$ cat src/smse_pkg.sv
// shared constants and types for the store-multiple / subtract / bit-test execution unit
package smse_pkg;
   localparam int DW = 16;
   localparam int AW = 24;
   localparam logic [AW-1:0] WORD_STEP = 24'h000002;
   localparam logic [3:0] R_PTR = 4'h1;
   localparam logic [3:0] R_PAIR_LO = 4'h6;
   localparam logic [3:0] R_PAIR_HI = 4'h7;
   localparam logic [3:0] R_DBL_LO = 4'h2;
   localparam int BYTE_W = 8;
   localparam logic [3:0] BYTE_OFS_MASK = 4'h7;

   typedef enum logic [3:0] {
      SMSE_OP_NOP,
      SMSE_OP_SUB_SIZED,
      SMSE_OP_SUB_DOUBLE,
      SMSE_OP_SUB_BORROW,
      SMSE_OP_XOR_SIZED,
      SMSE_OP_XOR_DOUBLE,
      SMSE_OP_TBIT,
      SMSE_OP_STORE_MULT,
      SMSE_OP_STORE_MULT_PAIR,
      SMSE_OP_STORE_DOUBLE,
      SMSE_OP_WAIT
   } smse_op_t;

   typedef enum {
      SMSE_ST_IDLE,
      SMSE_ST_STM,
      SMSE_ST_STD_HI,
      SMSE_ST_WAIT
   } smse_state_t;
endpackage

$ cat src/smse_alu.sv
// combinational subtract / exclusive-or datapath with borrow and overflow
module smse_alu (
   // operands
   input wire logic [31:0] a,
   input wire logic [31:0] b,
   input wire logic cin,
   input wire logic [1:0] size,
   input wire logic do_xor,
   // results
   output logic [31:0] y,
   output logic borrow,
   output logic ovf
);
   logic [32:0] d;
   logic sa;
   logic sb;
   logic sy;
   always_comb begin
      d = {1'b0, a} - {1'b0, b} - {32'h00000000, cin};
      y = do_xor ? (a ^ b) : d[31:0];
      borrow = 1'b0;
      sa = a[31];
      sb = b[31];
      sy = d[31];
      case (size)
         2'h0: begin
            borrow = ({1'b0, a[7:0]} < ({1'b0, b[7:0]} + {8'h00, cin}));
            sa = a[7];
            sb = b[7];
            sy = d[7];
         end
         2'h1: begin
            borrow = ({1'b0, a[15:0]} < ({1'b0, b[15:0]} + {16'h0000, cin}));
            sa = a[15];
            sb = b[15];
            sy = d[15];
         end
         default: begin
            borrow = d[32];
         end
      endcase
      ovf = (sa != sb) && (sy != sa);
   end
endmodule

$ cat src/smse_exec.sv
// execution unit: store multiple, double store, subtract, xor, bit test and wait
// Contract
// - store-multiple writes one to eight words
// - single-pointer start address from register 1
// - registers 2,3-5,8-11 to successive words
// - register 1 advances two per word
// - single-pointer address does not wrap at 64k
// - pair form starts at registers 7:6
// - pair address advances two per word
// - no interrupt during store-multiple
// - double store: low word first, high next
// - subtract destination minus source into destination
// - subtract sets carry on borrow, flag on overflow
// - subtract-with-borrow removes source plus carry
// - subtract-with-borrow updates carry and overflow
// - byte operations keep upper byte
// - bit test copies bit into overflow flag
// - offset 0-15 word, 0-7 byte
// - memory test byte/word, register word only
// - wait halts until interrupt
// - wait return address is next instruction
// - xor stores result, flags untouched
module smse_exec (
   // clock and reset
   input wire logic clk_sys,
   input wire logic nrst,
   // instruction issue
   input wire logic op_valid,
   output logic op_ready,
   input wire smse_pkg::smse_op_t op_code,
   input wire logic [1:0] op_size,
   input wire logic [2:0] op_count,
   input wire logic op_mem_src,
   input wire logic [3:0] op_bit_offset,
   input wire logic [31:0] op_src,
   input wire logic [31:0] op_dest,
   input wire logic [23:0] op_addr,
   input wire logic [23:0] op_next_pc,
   // register file read port
   output logic [3:0] rf_rd_idx,
   input wire logic [15:0] rf_rd_data,
   input wire logic [15:0] rf_r1,
   input wire logic [15:0] rf_r6,
   input wire logic [15:0] rf_r7,
   // register file write port
   output logic rf_wr_en,
   output logic [3:0] rf_wr_idx,
   output logic [15:0] rf_wr_data,
   output logic rf_wr2_en,
   output logic [3:0] rf_wr2_idx,
   output logic [15:0] rf_wr2_data,
   output logic [31:0] dest_result,
   output logic dest_result_valid,
   // status flags
   output logic carry_flag,
   output logic overflow_flag,
   // data memory
   output logic mem_wr,
   output logic [23:0] mem_addr,
   output logic [15:0] mem_wdata,
   input wire logic mem_rdy,
   // interrupts
   input wire logic irq_pin,
   output logic irq_take,
   output logic [23:0] irq_return_pc,
   output logic waiting
);
   typedef struct packed {
      smse_pkg::smse_state_t st;
      logic [2:0] left;
      logic [2:0] seq;
      logic pair;
      logic [23:0] addr;
      logic [15:0] hi_word;
      logic [23:0] ret_pc;
      logic c;
      logic f;
      logic mem_wr;
      logic [23:0] mem_addr;
      logic [15:0] mem_wdata;
      logic wr_en;
      logic [3:0] wr_idx;
      logic [15:0] wr_data;
      logic wr2_en;
      logic [3:0] wr2_idx;
      logic [15:0] wr2_data;
      logic [31:0] res;
      logic res_v;
      logic take;
      logic [1:0] irq_sync;
   } smse_s_t;

   smse_s_t s_r;
   smse_s_t s_nxt;

   logic [31:0] alu_y;
   logic alu_b;
   logic alu_v;
   logic [31:0] alu_bop;
   logic alu_cin;
   logic alu_xor;

   // store-multiple register order: 2,3,4,5,8,9,10,11
   function automatic logic [3:0] smse_seq_reg(input logic [2:0] n);
      return (n < 3'h4) ? (smse_pkg::R_DBL_LO + {1'b0, n}) : ({1'b0, n} + 4'h4);
   endfunction

   // merge a sized result so a byte op keeps the upper byte
   function automatic logic [31:0] smse_merge(input logic [1:0] sz, input logic [31:0] old,
                                              input logic [31:0] nw);
      case (sz)
         2'h0: return {old[31:smse_pkg::BYTE_W], nw[smse_pkg::BYTE_W-1:0]};
         2'h1: return {old[31:smse_pkg::DW], nw[smse_pkg::DW-1:0]};
         default: return nw;
      endcase
   endfunction

   // double-word opcodes run the datapath at full width whatever the size field says
   function automatic logic [1:0] smse_eff_size(input smse_pkg::smse_op_t op,
                                                input logic [1:0] sz);
      return (op == smse_pkg::SMSE_OP_SUB_DOUBLE || op == smse_pkg::SMSE_OP_XOR_DOUBLE) ?
             2'h2 : sz;
   endfunction

   logic [1:0] eff_size;
   assign eff_size = smse_eff_size(op_code, op_size);

   assign alu_xor = (op_code == smse_pkg::SMSE_OP_XOR_SIZED) ||
                    (op_code == smse_pkg::SMSE_OP_XOR_DOUBLE);
   assign alu_cin = (op_code == smse_pkg::SMSE_OP_SUB_BORROW) ? s_r.c : 1'b0;
   assign alu_bop = op_src;

   smse_alu u_alu (
      .a(op_dest),
      .b(alu_bop),
      .cin(alu_cin),
      .size(eff_size),
      .do_xor(alu_xor),
      .y(alu_y),
      .borrow(alu_b),
      .ovf(alu_v)
   );

   // accept only while idle; a store beat still waiting for memory holds off the next one
   assign op_ready = (s_r.st == smse_pkg::SMSE_ST_IDLE) && !(s_r.mem_wr && !mem_rdy);

   always_comb begin
      logic [3:0] bofs;
      logic [15:0] wd;
      bofs = 4'h0;
      wd = 16'h0000;
      s_nxt = s_r;
      s_nxt.irq_sync = {s_r.irq_sync[0], irq_pin};
      s_nxt.mem_wr = 1'b0;
      s_nxt.wr_en = 1'b0;
      s_nxt.wr2_en = 1'b0;
      s_nxt.res_v = 1'b0;
      s_nxt.take = 1'b0;
      case (s_r.st)
         smse_pkg::SMSE_ST_IDLE: begin
            if (s_r.mem_wr && !mem_rdy) begin
               // last beat of a store stays on the bus until memory takes it
               s_nxt.mem_wr = 1'b1;
            end else if (op_valid) begin
               case (op_code)
                  smse_pkg::SMSE_OP_SUB_SIZED, smse_pkg::SMSE_OP_SUB_DOUBLE,
                  smse_pkg::SMSE_OP_SUB_BORROW: begin
                     s_nxt.res = smse_merge(eff_size, op_dest, alu_y);
                     s_nxt.res_v = 1'b1;
                     s_nxt.c = alu_b;
                     s_nxt.f = alu_v;
                  end
                  smse_pkg::SMSE_OP_XOR_SIZED, smse_pkg::SMSE_OP_XOR_DOUBLE: begin
                     // flags deliberately untouched
                     s_nxt.res = smse_merge(eff_size, op_dest, alu_y);
                     s_nxt.res_v = 1'b1;
                  end
                  smse_pkg::SMSE_OP_TBIT: begin
                     // register form is word only; byte offset masked to 0-7
                     bofs = (op_mem_src && op_size == 2'h0) ?
                            (op_bit_offset & smse_pkg::BYTE_OFS_MASK) : op_bit_offset;
                     s_nxt.f = op_src[bofs];
                  end
                  smse_pkg::SMSE_OP_STORE_MULT, smse_pkg::SMSE_OP_STORE_MULT_PAIR: begin
                     s_nxt.st = smse_pkg::SMSE_ST_STM;
                     s_nxt.left = op_count;
                     s_nxt.seq = 3'h0;
                     s_nxt.pair = (op_code == smse_pkg::SMSE_OP_STORE_MULT_PAIR);
                     // single pointer is widened, never wrapped at 64k
                     s_nxt.addr = s_nxt.pair ? {rf_r7[7:0], rf_r6} :
                                  {8'h00, rf_r1};
                  end
                  smse_pkg::SMSE_OP_STORE_DOUBLE: begin
                     s_nxt.mem_wr = 1'b1;
                     s_nxt.mem_addr = op_addr;
                     s_nxt.mem_wdata = op_src[15:0];
                     s_nxt.hi_word = op_src[31:16];
                     s_nxt.st = smse_pkg::SMSE_ST_STD_HI;
                  end
                  smse_pkg::SMSE_OP_WAIT: begin
                     s_nxt.ret_pc = op_next_pc;
                     s_nxt.st = smse_pkg::SMSE_ST_WAIT;
                  end
                  default: begin
                  end
               endcase
            end
         end
         smse_pkg::SMSE_ST_STM: begin
            // one word per memory-ready cycle; interrupts ignored here
            if (!s_r.mem_wr || mem_rdy) begin
               wd = rf_rd_data;
               s_nxt.mem_wr = 1'b1;
               s_nxt.mem_addr = s_r.addr;
               s_nxt.mem_wdata = wd;
               s_nxt.addr = s_r.addr + smse_pkg::WORD_STEP;
               s_nxt.seq = s_r.seq + 3'h1;
               if (s_r.pair) begin
                  s_nxt.wr_en = 1'b1;
                  s_nxt.wr_idx = smse_pkg::R_PAIR_LO;
                  s_nxt.wr_data = s_nxt.addr[15:0];
                  s_nxt.wr2_en = 1'b1;
                  s_nxt.wr2_idx = smse_pkg::R_PAIR_HI;
                  s_nxt.wr2_data = {8'h00, s_nxt.addr[23:16]};
               end else begin
                  s_nxt.wr_en = 1'b1;
                  s_nxt.wr_idx = smse_pkg::R_PTR;
                  s_nxt.wr_data = s_nxt.addr[15:0];
               end
               if (s_r.left == 3'h0) begin
                  s_nxt.st = smse_pkg::SMSE_ST_IDLE;
               end else begin
                  s_nxt.left = s_r.left - 3'h1;
               end
            end else begin
               s_nxt.mem_wr = 1'b1;
            end
         end
         smse_pkg::SMSE_ST_STD_HI: begin
            if (mem_rdy) begin
               s_nxt.mem_wr = 1'b1;
               s_nxt.mem_addr = s_r.mem_addr + smse_pkg::WORD_STEP;
               s_nxt.mem_wdata = s_r.hi_word;
               s_nxt.st = smse_pkg::SMSE_ST_IDLE;
            end else begin
               s_nxt.mem_wr = 1'b1;
            end
         end
         smse_pkg::SMSE_ST_WAIT: begin
            if (s_r.irq_sync[1]) begin
               s_nxt.take = 1'b1;
               s_nxt.st = smse_pkg::SMSE_ST_IDLE;
            end
         end
         default: begin
            s_nxt.st = smse_pkg::SMSE_ST_IDLE;
         end
      endcase
   end

   always_ff @(posedge clk_sys or negedge nrst) begin
      if (!nrst) begin
         s_r <= '0;
      end else begin
         s_r <= s_nxt;
      end
   end

   assign rf_rd_idx = smse_seq_reg(s_r.seq);
   assign rf_wr_en = s_r.wr_en;
   assign rf_wr_idx = s_r.wr_idx;
   assign rf_wr_data = s_r.wr_data;
   assign rf_wr2_en = s_r.wr2_en;
   assign rf_wr2_idx = s_r.wr2_idx;
   assign rf_wr2_data = s_r.wr2_data;
   assign dest_result = s_r.res;
   assign dest_result_valid = s_r.res_v;
   assign carry_flag = s_r.c;
   assign overflow_flag = s_r.f;
   assign mem_wr = s_r.mem_wr;
   assign mem_addr = s_r.mem_addr;
   assign mem_wdata = s_r.mem_wdata;
   assign irq_take = s_r.take;
   assign irq_return_pc = s_r.ret_pc;
   assign waiting = (s_r.st == smse_pkg::SMSE_ST_WAIT);
endmodule

$ cat config.mk
export PLATFORM = sky130hd
export DESIGN_NAME = smse_exec
export DESIGN_NICKNAME = d
export VERILOG_FILES = /design/src/smse_pkg.sv /design/src/smse_alu.sv /design/src/smse_exec.sv
export SDC_FILE = /design/constraint.sdc
export NUM_CORES = 1
export LEC_CHECK = 0
export CAP_MARGIN = 30
export CORE_MARGIN = 5
export CORE_UTILIZATION = 58
export DETAILED_ROUTE_END_ITERATION = 7
export DONT_BUFFER_PORTS = 1
export GPL_TIMING_DRIVEN = 1
export HOLD_SLACK_MARGIN = 0.02
export PLACE_DENSITY = 0.74
export SLEW_MARGIN = 20
export SYNTH_ARGS = -nofsm -noshare
export SYNTH_HDL_FRONTEND = slang
export SYNTH_SLANG_ARGS = --single-unit
$ cat constraint.sdc
create_clock -name clk_sys -period 3.6 [get_ports clk_sys]
set_input_delay 0.72 -clock clk_sys [delete_from_list [all_inputs] [get_ports clk_sys]]
set_output_delay 0.72 -clock clk_sys [all_outputs]
set_load 0.01 [all_outputs]
==> results of run 1 <==
sequential cells by signal, indices dropped and copies added, names as in the netlist:
name               cells
rf_wr2_data            8
irq_return_pc         24
s_nxt                  1
rf_wr_data            16
dest_result           32
carry_flag             1
s_r                   50
mem_addr              24
rf_wr_idx              2
dest_result_valid      1
rf_wr2_idx             1
rf_wr_en               1
overflow_flag          1
rf_wr2_en              1
irq_take               1
mem_wdata             16
mem_wr                 1
timing repair:
item | 4_1_cts | 5_1_grt
gates resized for setup | 0 | 9
endpoints found under the setup margin | 0 | 8
endpoints found under the hold margin | 181 | 181
Yosys cell counts, drive strengths merged (7+ instances only):
master and count:
xor2 23, xnor2 42, dfrtp 181, mux2 41
buf 147, inv 136, o21a 7, o31ai 22
and3 15, a31oi 20, o211ai 8, a211oi 13
mux2i 15, a21oi 101, nor2 81, nand4 10
clkbuf 67, nand3 42, nand2 185, o22ai 31
o22a 8, nand2b 16, nor2b 12, a222oi 19
or2 7, a22oi 26, o21ai 133, a22o 8
ha 93, nor3 30
layer usage:
metal | wire, µm | part of all wire
met5 | 13 | 0.00033
met4 | 1230 | 0.031
met3 | 3840 | 0.099
met2 | 19100 | 0.49
met1 | 14700 | 0.38
worst max path at each step:
stage	start	end	slack (ns)
2_1_floorplan	op_code[2]	carry_flag	-0.05
3_3_place_gp	op_code[2]	dest_result[25]	-0.27
3_5_place_dp	op_code[2]	overflow_flag	-0.30
4_1_cts	carry_flag	overflow_flag	0.11
5_1_grt	carry_flag	dest_result[25]	0.01
6_report	carry_flag	dest_result[25]	0.13
logic make-up after synthesis:
family          after synthesis  synth area share
buf+inv                     351             0.135
flops                       181             0.333
fa+ha+maj                    95            0.0885
mux                          61            0.0532
xor+xnor                     65            0.0418
compound gates              443             0.209
other cells                   1          0.000276
simple gates                417             0.139
power groups by stage:
| stage | logic (W) | registers (W) | clock network [W] |
|---|---|---|---|
| 6_report | 0.00295 | 0.00396 | 0.00182 |
| 5_1_grt | 0.00332 | 0.00407 | 0.00195 |
| 4_1_cts | 0.00293 | 0.00398 | 0.00185 |
| 3_5_place_dp | 0.00292 | 0.00401 | 0 |
| 3_3_place_gp | 0.00283 | 0.00398 | 0 |
| 2_1_floorplan | 0.00352 | 0.00331 | 0 |
per-stage QoR:
| stage | setup slack, ns | util |
|---|---|---|
| floorplan | -0.0452 | - |
| global placement | -0.267 | 0.567 |
| detailed placement | -0.299 | 0.567 |
| CTS | 0.106 | 0.591 |
| global route | 0.0132 | 0.593 |
| finish | 0.127 | 0.593 |
area by class of cell:
| class | count | area (µm²) | share of cell area |
|---|---|---|---|
| Clock buffer | 17 | 425 | 0.0309 |
| Tap cell | 319 | 399 | 0.0290 |
| Multi-Input combinational cell | 1091 | 7370 | 0.535 |
| Inverter | 137 | 514 | 0.0373 |
| Sequential cell | 181 | 4530 | 0.329 |
| Timing Repair Buffer | 51 | 408 | 0.0296 |
| Clock inverter | 15 | 138 | 0.00999 |
cells in the final DEF (no fill, tap or decap), types with 7 or more instances in the layout:
cell	count
nand2_1	184
dfrtp_1	181
inv_1	135
o21ai_0	126
a21oi_1	99
ha_1	91
nor2_1	78
buf_4	49
xnor2_1	42
mux2_2	41
nand3_1	39
o22ai_1	31
nor3_1	28
a22oi_1	26
xor2_1	23
o31ai_1	22
a31oi_1	20
a222oi_1	19
clkbuf_16	17
mux2i_1	15
nand2b_1	14
and3_1	13
nor2b_1	11
a211oi_1	11
nand4_1	10
conb_1	10
a22o_1	8
o22a_1	8
o211ai_1	8
o21a_1	7
==> results.yml, run 1 <==
setup_path:
  startpoint_type: "flip-flop"
  worstReg2RegEnd: "dest_result[25]"
  crit_path_cell_trace: "nand2b_1 > or3_4 > fa_2 > inv_1 > ha_1 > o21ai_2 > a211oi_1 > o31ai_1 > buf_4 > nand3_1 > a21oi_2 > o31a_1 > nor3_1 > nor2_1 > xor2_1 > a31oi_1"
  ff2ff_path_depth: 16
  cp_max_fo: 3
  cp_num_cells: 16
  critPathSlowestCell: "fa_2"
  reg2reg_from: "carry_flag"
  endpoint_kind: "flip-flop"
  cp.required_ns: 3.87
  reg2reg_setup_slack_ns: 0.13
  crit_buf_inv: 2
  cpPeakStageDelay_ns: 0.56
  path_class: "flip-flop to flip-flop"
  critPathArrivalTime_ns: 3.75
  cpLargestDelayFamily: "compound AO/OA/AOI/OAI gates"
floorplan:
  die_h_um: 163
  die_w_um: 163
  core_area_um2: 23300
  num_rows: 56
  ios: 344
  initial_core_util: 0.585
  dieArea_um2: 26600
yosys:
  yosys-top-cells-area: "dfrtp_1 (33%), ha_1 (8.6%), buf_4 (7.6%), nand2_1 (5.1%), o21ai_0 (4.7%)"
  synth_seq_cells: 181
  synth_area_per_cell_um2: 8.43
  postSynthCellCount: 1614
  synth_top_cell_area_share: 0.333
  netlist_area_um2: 13600
  synthArstFlopShare: 1.00
  ys_seq_area_frac: 0.333
  ys.warnings.count: 0
  synth_edf_count: 0
  yosysTopAreaCell: "dfrtp_1"
  synth_cell_type_count: 71
  synthFlopType: "dfrtp_1"
power:
  power.share.clock: 0.209
  power-per-cell-area_nw_per_um2: 634
  ir_worst_vdd_mv: 0.298
  p_switching_w: 0.00369
  p_int_w: 0.00505
  swShare: 0.422
  total_power_w: 0.00874
  p_comb_frac: 0.338
  p_leak_nw: 6.12
  seqPwrFrac: 0.454
cells_and_area:
  n_fill_cell: 2126
  drive_gt1_frac: 0.115
  fin_cells: 1811
  design_area_um2: 13800
  areaGrowthSynthToFinish_pct: 1.30
  n_antenna_cell: 0
  nNetsFinal: 1769
routing:
  wl_per_cell_um: 21.5
  wirelength_mm: 39.0
  vias_per_cell: 6.15
  num_vias: 11100
  drc: 0
  antenna_left: 0
  drtIter0Drc: 1128
  drt_pre_antenna_iters: 6
grt:
  busiest_layer: "met2"
  grt_overflow: 0
  met2_usage: 0.485
  grt_use_met3: 0.0903
  grt_max_degree: 182
  grt_use_total: 0.285
  first_global_vias: 10700
  grt_pass1_wl_mm: 59.6
  antenna_found_initial: 1
  gr-usage-met1: 0.343
cts:
  postCtsSetupBuffers: 0
  path_clk_slew_ns: 0.08
  clk_latency_ns: 0.44
  clockBufferDepth: 2
  cts_tree: "done"
  htreeDepth: 4
  cts_root_buf: "clkbuf_16"
  numCtsBuffers: 17
  cts.sinks: 181
sta:
  max_slew_margin: 0.424
  hold_viol: 80
  clock.fmax_mhz: 288
  finalClockSkew_ns: 0.0116
  finalSetupViolCount: 0
  min_period_ns: 3.47
  tightest_slew_ns: 0.864
  post-route-period-util: 0.965
  tns_ns: 0
  final_max_slew_viol_count: 0
  rsz0062_at_grt: "false"
  whs_ns: -0.0284
outcome:
  status: "finished, violations left"
  violations: "negative hold slack"
placement:
  place_inst: 1779
  port_buffers: 0
  gp_congestion: 0.912
  postPlaceCellArea_um2: 13200
  dp_hpwl_mm: 29.6
hold_path:
  hp-class: "input port to asynchronous set/reset pin"
flow_run:
  maxCapViolations: 0
Note: power is estimated with default switching activity, not from simulation.
==> inputs of run 2 (changes only) <==
ABC_AREA = 1   (was unset)
==> results.yml, run 2 <==
cells_and_area:
  layout_common_cells: "nand2_1 (516), inv_1 (264), dfrtp_1 (181)"
  multi_input_area_um2: 7460
  nNetsFinal: 2162
  largest_reg_flops: 50
  n_fill_cell: 2325
  areaGrowthSynthToFinish_pct: -0.0882
  seq_area_um2: 4530
  fin_cells: 2210
  final_core_util: 0.586
  largest_register: "s_r"
  final_common_cell: "nand2_1"
  drive_gt1_frac: 0.0578
cts:
  clockBufferDepth: 2
  cts_resized: 0
  clk_latency_ns: 0.44
  numCtsBuffers: 17
  cts_root_buf: "clkbuf_16"
  htreeDepth: 4
  cts.sinks: 181
  cts_tree: "done"
  path_clk_slew_ns: 0.09
yosys:
  synth-xor-area-share: 0.0252
  synthArstFlopShare: 1.00
  ys.warnings.count: 0
  synth_seq_cells: 181
  synthFlopType: "dfrtp_1"
  ys_seq_area_frac: 0.318
  synth_edf_count: 0
  synth_mux_area_frac: 0.000791
  netlist_area_um2: 14200
  synthAdderAreaFrac: 0.0846
  synth_top_family_by_area: "simple AND/OR/NAND/NOR gates"
  yosysMostFrequentCell: "nand2_1"
  synth-compound-area-share: 0.157
  synth_cell_type_count: 54
  synth_top_cell_area_share: 0.318
  synth_area_per_cell_um2: 7.08
  synth_simple_gate_area_frac: 0.254
  yosysTopAreaCell: "dfrtp_1"
  synthTopCellsByCount: "nand2_1 (516), inv_1 (264), dfrtp_1 (181), nor2_1 (151), buf_4 (137)"
  yosys-top-cells-area: "dfrtp_1 (32%), nand2_1 (14%), ha_1 (8.2%), buf_4 (7.2%), inv_1 (7.0%)"
  postSynthCellCount: 2011
routing:
  num_vias: 12800
  antenna_left: 0
  drt_pre_antenna_iters: 8
  vias_per_cell: 5.80
  drtIter0Drc: 1313
  wl_per_cell_um: 20.5
  wirelength_mm: 45.4
  drc: 0
sta:
  min_period_ns: 3.18
  finalSetupViolCount: 0
  whs_ns: -0.0383
  final_max_slew_viol_count: 0
  tns_ns: 0
  clock.fmax_mhz: 314
  finalClockSkew_ns: 0.0190
  max_slew_margin: 0.472
  setup_slack_ns: 0.417
  rsz0062_at_grt: "false"
  tightest_slew_ns: 0.789
  post-route-period-util: 0.884
  hold_viol: 61
setup_path:
  cpPeakStageDelay_ns: 0.51
  endpoint_kind: "flip-flop"
  crit_path_cell_trace: "nor2_1 > inv_1 > nor2_1 > nand2_1 > buf_4 > fa_1 > inv_1 > ha_1 > or2_2 > nand2_1 > nand3_1 > nand3_1 > nand3_1 > nand3b_1 > nand2_1 > nand2_1 > nand3_1 > nand2_1 > a21oi_1"
  critPathSlowestCell: "fa_1"
  path_class: "input port to flip-flop"
  startpoint_type: "input port"
  critPathArrivalTime_ns: 3.51
  cp.required_ns: 3.93
  crit_top_cell: "nand2_1"
  cp_max_fo: 4
floorplan:
  num_rows: 57
  die_w_um: 167
  initial_core_util: 0.587
  dieArea_um2: 27800
  ios: 344
  core_area_um2: 24200
  die_h_um: 167
placement:
  port_buffers: 0
  gp_congestion: 1.00
  dp_hpwl_mm: 35.6
  place_inst: 2176
  pre_cts_slack_ns: 0.0334
outcome:
  violations: "negative hold slack"
  status: "finished, violations left"
grt:
  grt_max_degree: 182
  antenna_found_initial: 0
  grt_use_met3: 0.0685
  grt_overflow: 0
  first_global_vias: 12200
  grt_pass1_wl_mm: 70.0
  busiest_layer: "met2"
  met2_usage: 0.530
  gr-usage-met1: 0.405
  grt_use_total: 0.317
power:
  p_comb_frac: 0.370
  p_switching_w: 0.00426
  total_power_w: 0.00914
  seqPwrFrac: 0.417
  swShare: 0.466
  p_leak_nw: 7.14
  power-per-cell-area_nw_per_um2: 643
  power.share.clock: 0.213
  ir_worst_vdd_mv: 0.432
  p_int_w: 0.00488
hold_path:
  hp-class: "input port to asynchronous set/reset pin"
flow_run:
  maxCapViolations: 0
-- run 2: area by class of cell --
type | instances | share of cell area
multi-input combinational | 1375 | 0.525
sequential | 181 | 0.319
clock buffer | 18 | 0.0309
inverter | 272 | 0.0718
timing repair buffer | 25 | 0.0132
clock inverter | 14 | 0.0123
tap | 324 | 0.0285
antenna | 1 | 0.000176
-- run 2: worst paths after layout --
kind | slack, ns | startpoint | endpoint | cells after the start
min in group clk_sys | 0.31 | irq_pin | s_nxt[1] | 0
hold reg to reg | 0.36 | s_nxt[1] | s_r[1] | 0
setup reg to reg | 0.53 | carry_flag | dest_result[29] | 16
hold / removal | -0.04 | nrst | rf_wr_data[10] | 0
setup / recovery | 0.42 | op_code[2] | dest_result[29] | 19
max in group asynchronous | 3.37 | nrst | mem_wdata[1] | 0
-- run 2: critical path: cells and delay by family --
kind	cells	cell delay (ns)
buf+inv	3	0.28
compound gates	1	0.06
simple gates	13	1.80
fa+ha+maj	2	0.67
-- run 2: what timing repair did --
item	4_1_cts	5_1_grt
setup endpoints to repair	0	0
setup buffers	0	0
hold endpoints to repair	181	181
-- run 2: power by group through the flow --
stage	registers (W)	logic [W]	clock network [W]
after floorplan	0.00324	0.00354	0
after global placement	0.00382	0.00326	0
after detailed placement	0.00384	0.00335	0
after CTS	0.00381	0.00336	0.00197
after global routing	0.00390	0.00382	0.00207
final	0.00381	0.00339	0.00195
-- run 2: stage by stage --
stage	hold slack (ns)	cell area, µm²
finish	-0.0383	14200
global route	-0.0608	14200
CTS	-0.0404	14200
detailed placement	0.348	13600
global placement	0.335	13600
floorplan	0.331	14300
-- run 2: metal layers --
layer / vias up / routed length [µm]
met4: 0 / 1660
met3: 85 / 3680
met5: - / 0
met1: 6082 / 18300
li1: 6133 / -
met2: 507 / 21800
-- run 2: logic make-up (layout without fill, tap and decap cells) --
kind of cell    Yosys count  in the layout
simple gates            853            853
buf+inv                 464            329
compound gates          375            375
flops                   181            181
fa+ha+maj                95             95
xor+xnor                 41             41
other cells               1             11
mux                       1              1
==> inputs of run 3 (changes only) <==
CORE_UTILIZATION = 66   (was 58)
CTS_CLUSTER_DIAMETER = 150   (was unset)
PLACE_DENSITY = 0.82   (was 0.74)
==> results.yml, run 3 (synthesized netlist as in run 2, its figures left out) <==
outcome:
  status: "finished, violations left"
  violations: "negative hold slack"
setup_path:
  cpPeakStageDelay_ns: 0.26
  endpoint_kind: "flip-flop"
  reg2reg_from: "carry_flag"
  cp_num_cells: 26
  path_class: "input port to flip-flop"
  critPathSlowestCell: "ha_1"
  startpoint_type: "input port"
  worstReg2RegEnd: "carry_flag"
  cpLargestDelayFamily: "simple AND/OR/NAND/NOR gates"
  crit_buf_inv: 4
  cp.required_ns: 3.97
  crit_top_cell: "nand2_1"
  critPathArrivalTime_ns: 3.55
  ff2ff_path_depth: 23
  reg2reg_setup_slack_ns: 0.66
  cp_max_fo: 3
placement:
  port_buffers: 0
  dp_hpwl_mm: 34.4
  gp_congestion: 1.01
cells_and_area:
  nNetsFinal: 2156
  n_fill_cell: 1854
  drive_gt1_frac: 0.0564
  largest_reg_flops: 50
  final_common_cell: "nand2_1"
  largest_register: "s_r"
  areaGrowthSynthToFinish_pct: -0.765
  layout_common_cells: "nand2_1 (516), inv_1 (264), dfrtp_1 (181)"
  final_core_util: 0.668
routing:
  wl_per_cell_um: 20.5
  antenna_left: 0
  drtIter0Drc: 1217
  vias_per_cell: 6.04
  drt_pre_antenna_iters: 6
  num_vias: 13000
  drc: 0
  wirelength_mm: 44.3
sta:
  hold_viol: 10
  max_slew_margin: 0.395
  final_max_slew_viol_count: 0
  clock.fmax_mhz: 315
  finalSetupViolCount: 0
  finalClockSkew_ns: 0.0142
  whs_ns: -0.0270
  tightest_slew_ns: 0.906
  min_period_ns: 3.18
  post-route-period-util: 0.882
cts:
  clk_latency_ns: 0.44
  cts_tree: "done"
  numCtsBuffers: 17
  path_clk_slew_ns: 0.08
  clockBufferDepth: 2
  htreeDepth: 4
  cts_root_buf: "clkbuf_16"
  cts.sinks: 181
  postCtsSetupBuffers: 0
flow_run:
  maxCapViolations: 0
floorplan:
  num_rows: 53
  die_h_um: 157
  core_area_um2: 21200
  die_w_um: 157
  dieArea_um2: 24600
  ios: 344
  initial_core_util: 0.673
grt:
  grt_overflow: 0
  antenna_found_initial: 2
  grt_use_total: 0.353
  grt_max_degree: 182
  grt_pass1_wl_mm: 68.6
  first_global_vias: 12500
power:
  ir_worst_vdd_mv: 0.416
  p_leak_nw: 7.10
  power-per-cell-area_nw_per_um2: 644
  total_power_w: 0.00909
hold_path:
  hp-class: "input port to asynchronous set/reset pin"
-- run 3: cell type report --
class | instances | area (µm²) | area share
inverter | 272 | 1020 | 0.0723
clock inverter | 14 | 175 | 0.0124
timing repair buffer | 19 | 143 | 0.0101
antenna | 2 | 5.00 | 0.000354
multi-input combinational | 1375 | 7470 | 0.529
sequential | 181 | 4530 | 0.321
clock buffer | 18 | 439 | 0.0311
tap | 275 | 344 | 0.0244
-- run 3: report_power, final --
part	internal, W	leakage [nW]	switching [W]
clock	0.000964	0.298	0.000976
combinational	0.00110	4.46	0.00224
sequential	0.00279	2.35	0.00101
-- run 3: worst max-delay path by stage --
stage | startpoint | endpoint | slack [ns]
finish | op_code[2] | carry_flag | 0.42
CTS | op_code[2] | carry_flag | 0.32
global route | op_code[2] | carry_flag | -0.005
global placement | op_code[2] | carry_flag | -0.03
detailed placement | op_code[2] | carry_flag | -0.1
floorplan | op_code[2] | carry_flag | 0.34
-- run 3: timing repair --
item	4_1_cts	5_1_grt
endpoints found under the hold margin	181	181
endpoints found under the setup margin	0	1
resized for setup	0	3
-- run 3: metal layers --
metal  vias to the layer above  routed length (µm)  track usage
li1                       6118                   -            -
met1                      6166               16900        0.452
met2                       625               21000        0.581
met3                       114                4340       0.0738
met4                         2                2020        0.150
met5                         -                  20            0
-- run 3: stage by stage --
stage	setup slack (ns)	hold WS (ns)	setup TNS (ns)	instance area, µm²	instances
2_1_floorplan	0.339	0.331	0	14300	2020
3_3_place_gp	-0.0325	0.341	-0.0325	13500	2122
3_5_place_dp	-0.0969	0.348	-0.0969	13500	2122
4_1_cts	0.325	-0.0268	0	14100	2154
5_1_grt	-0.00469	-0.0425	-0.00469	14100	2155
6_report	0.423	-0.0270	0	14100	2156
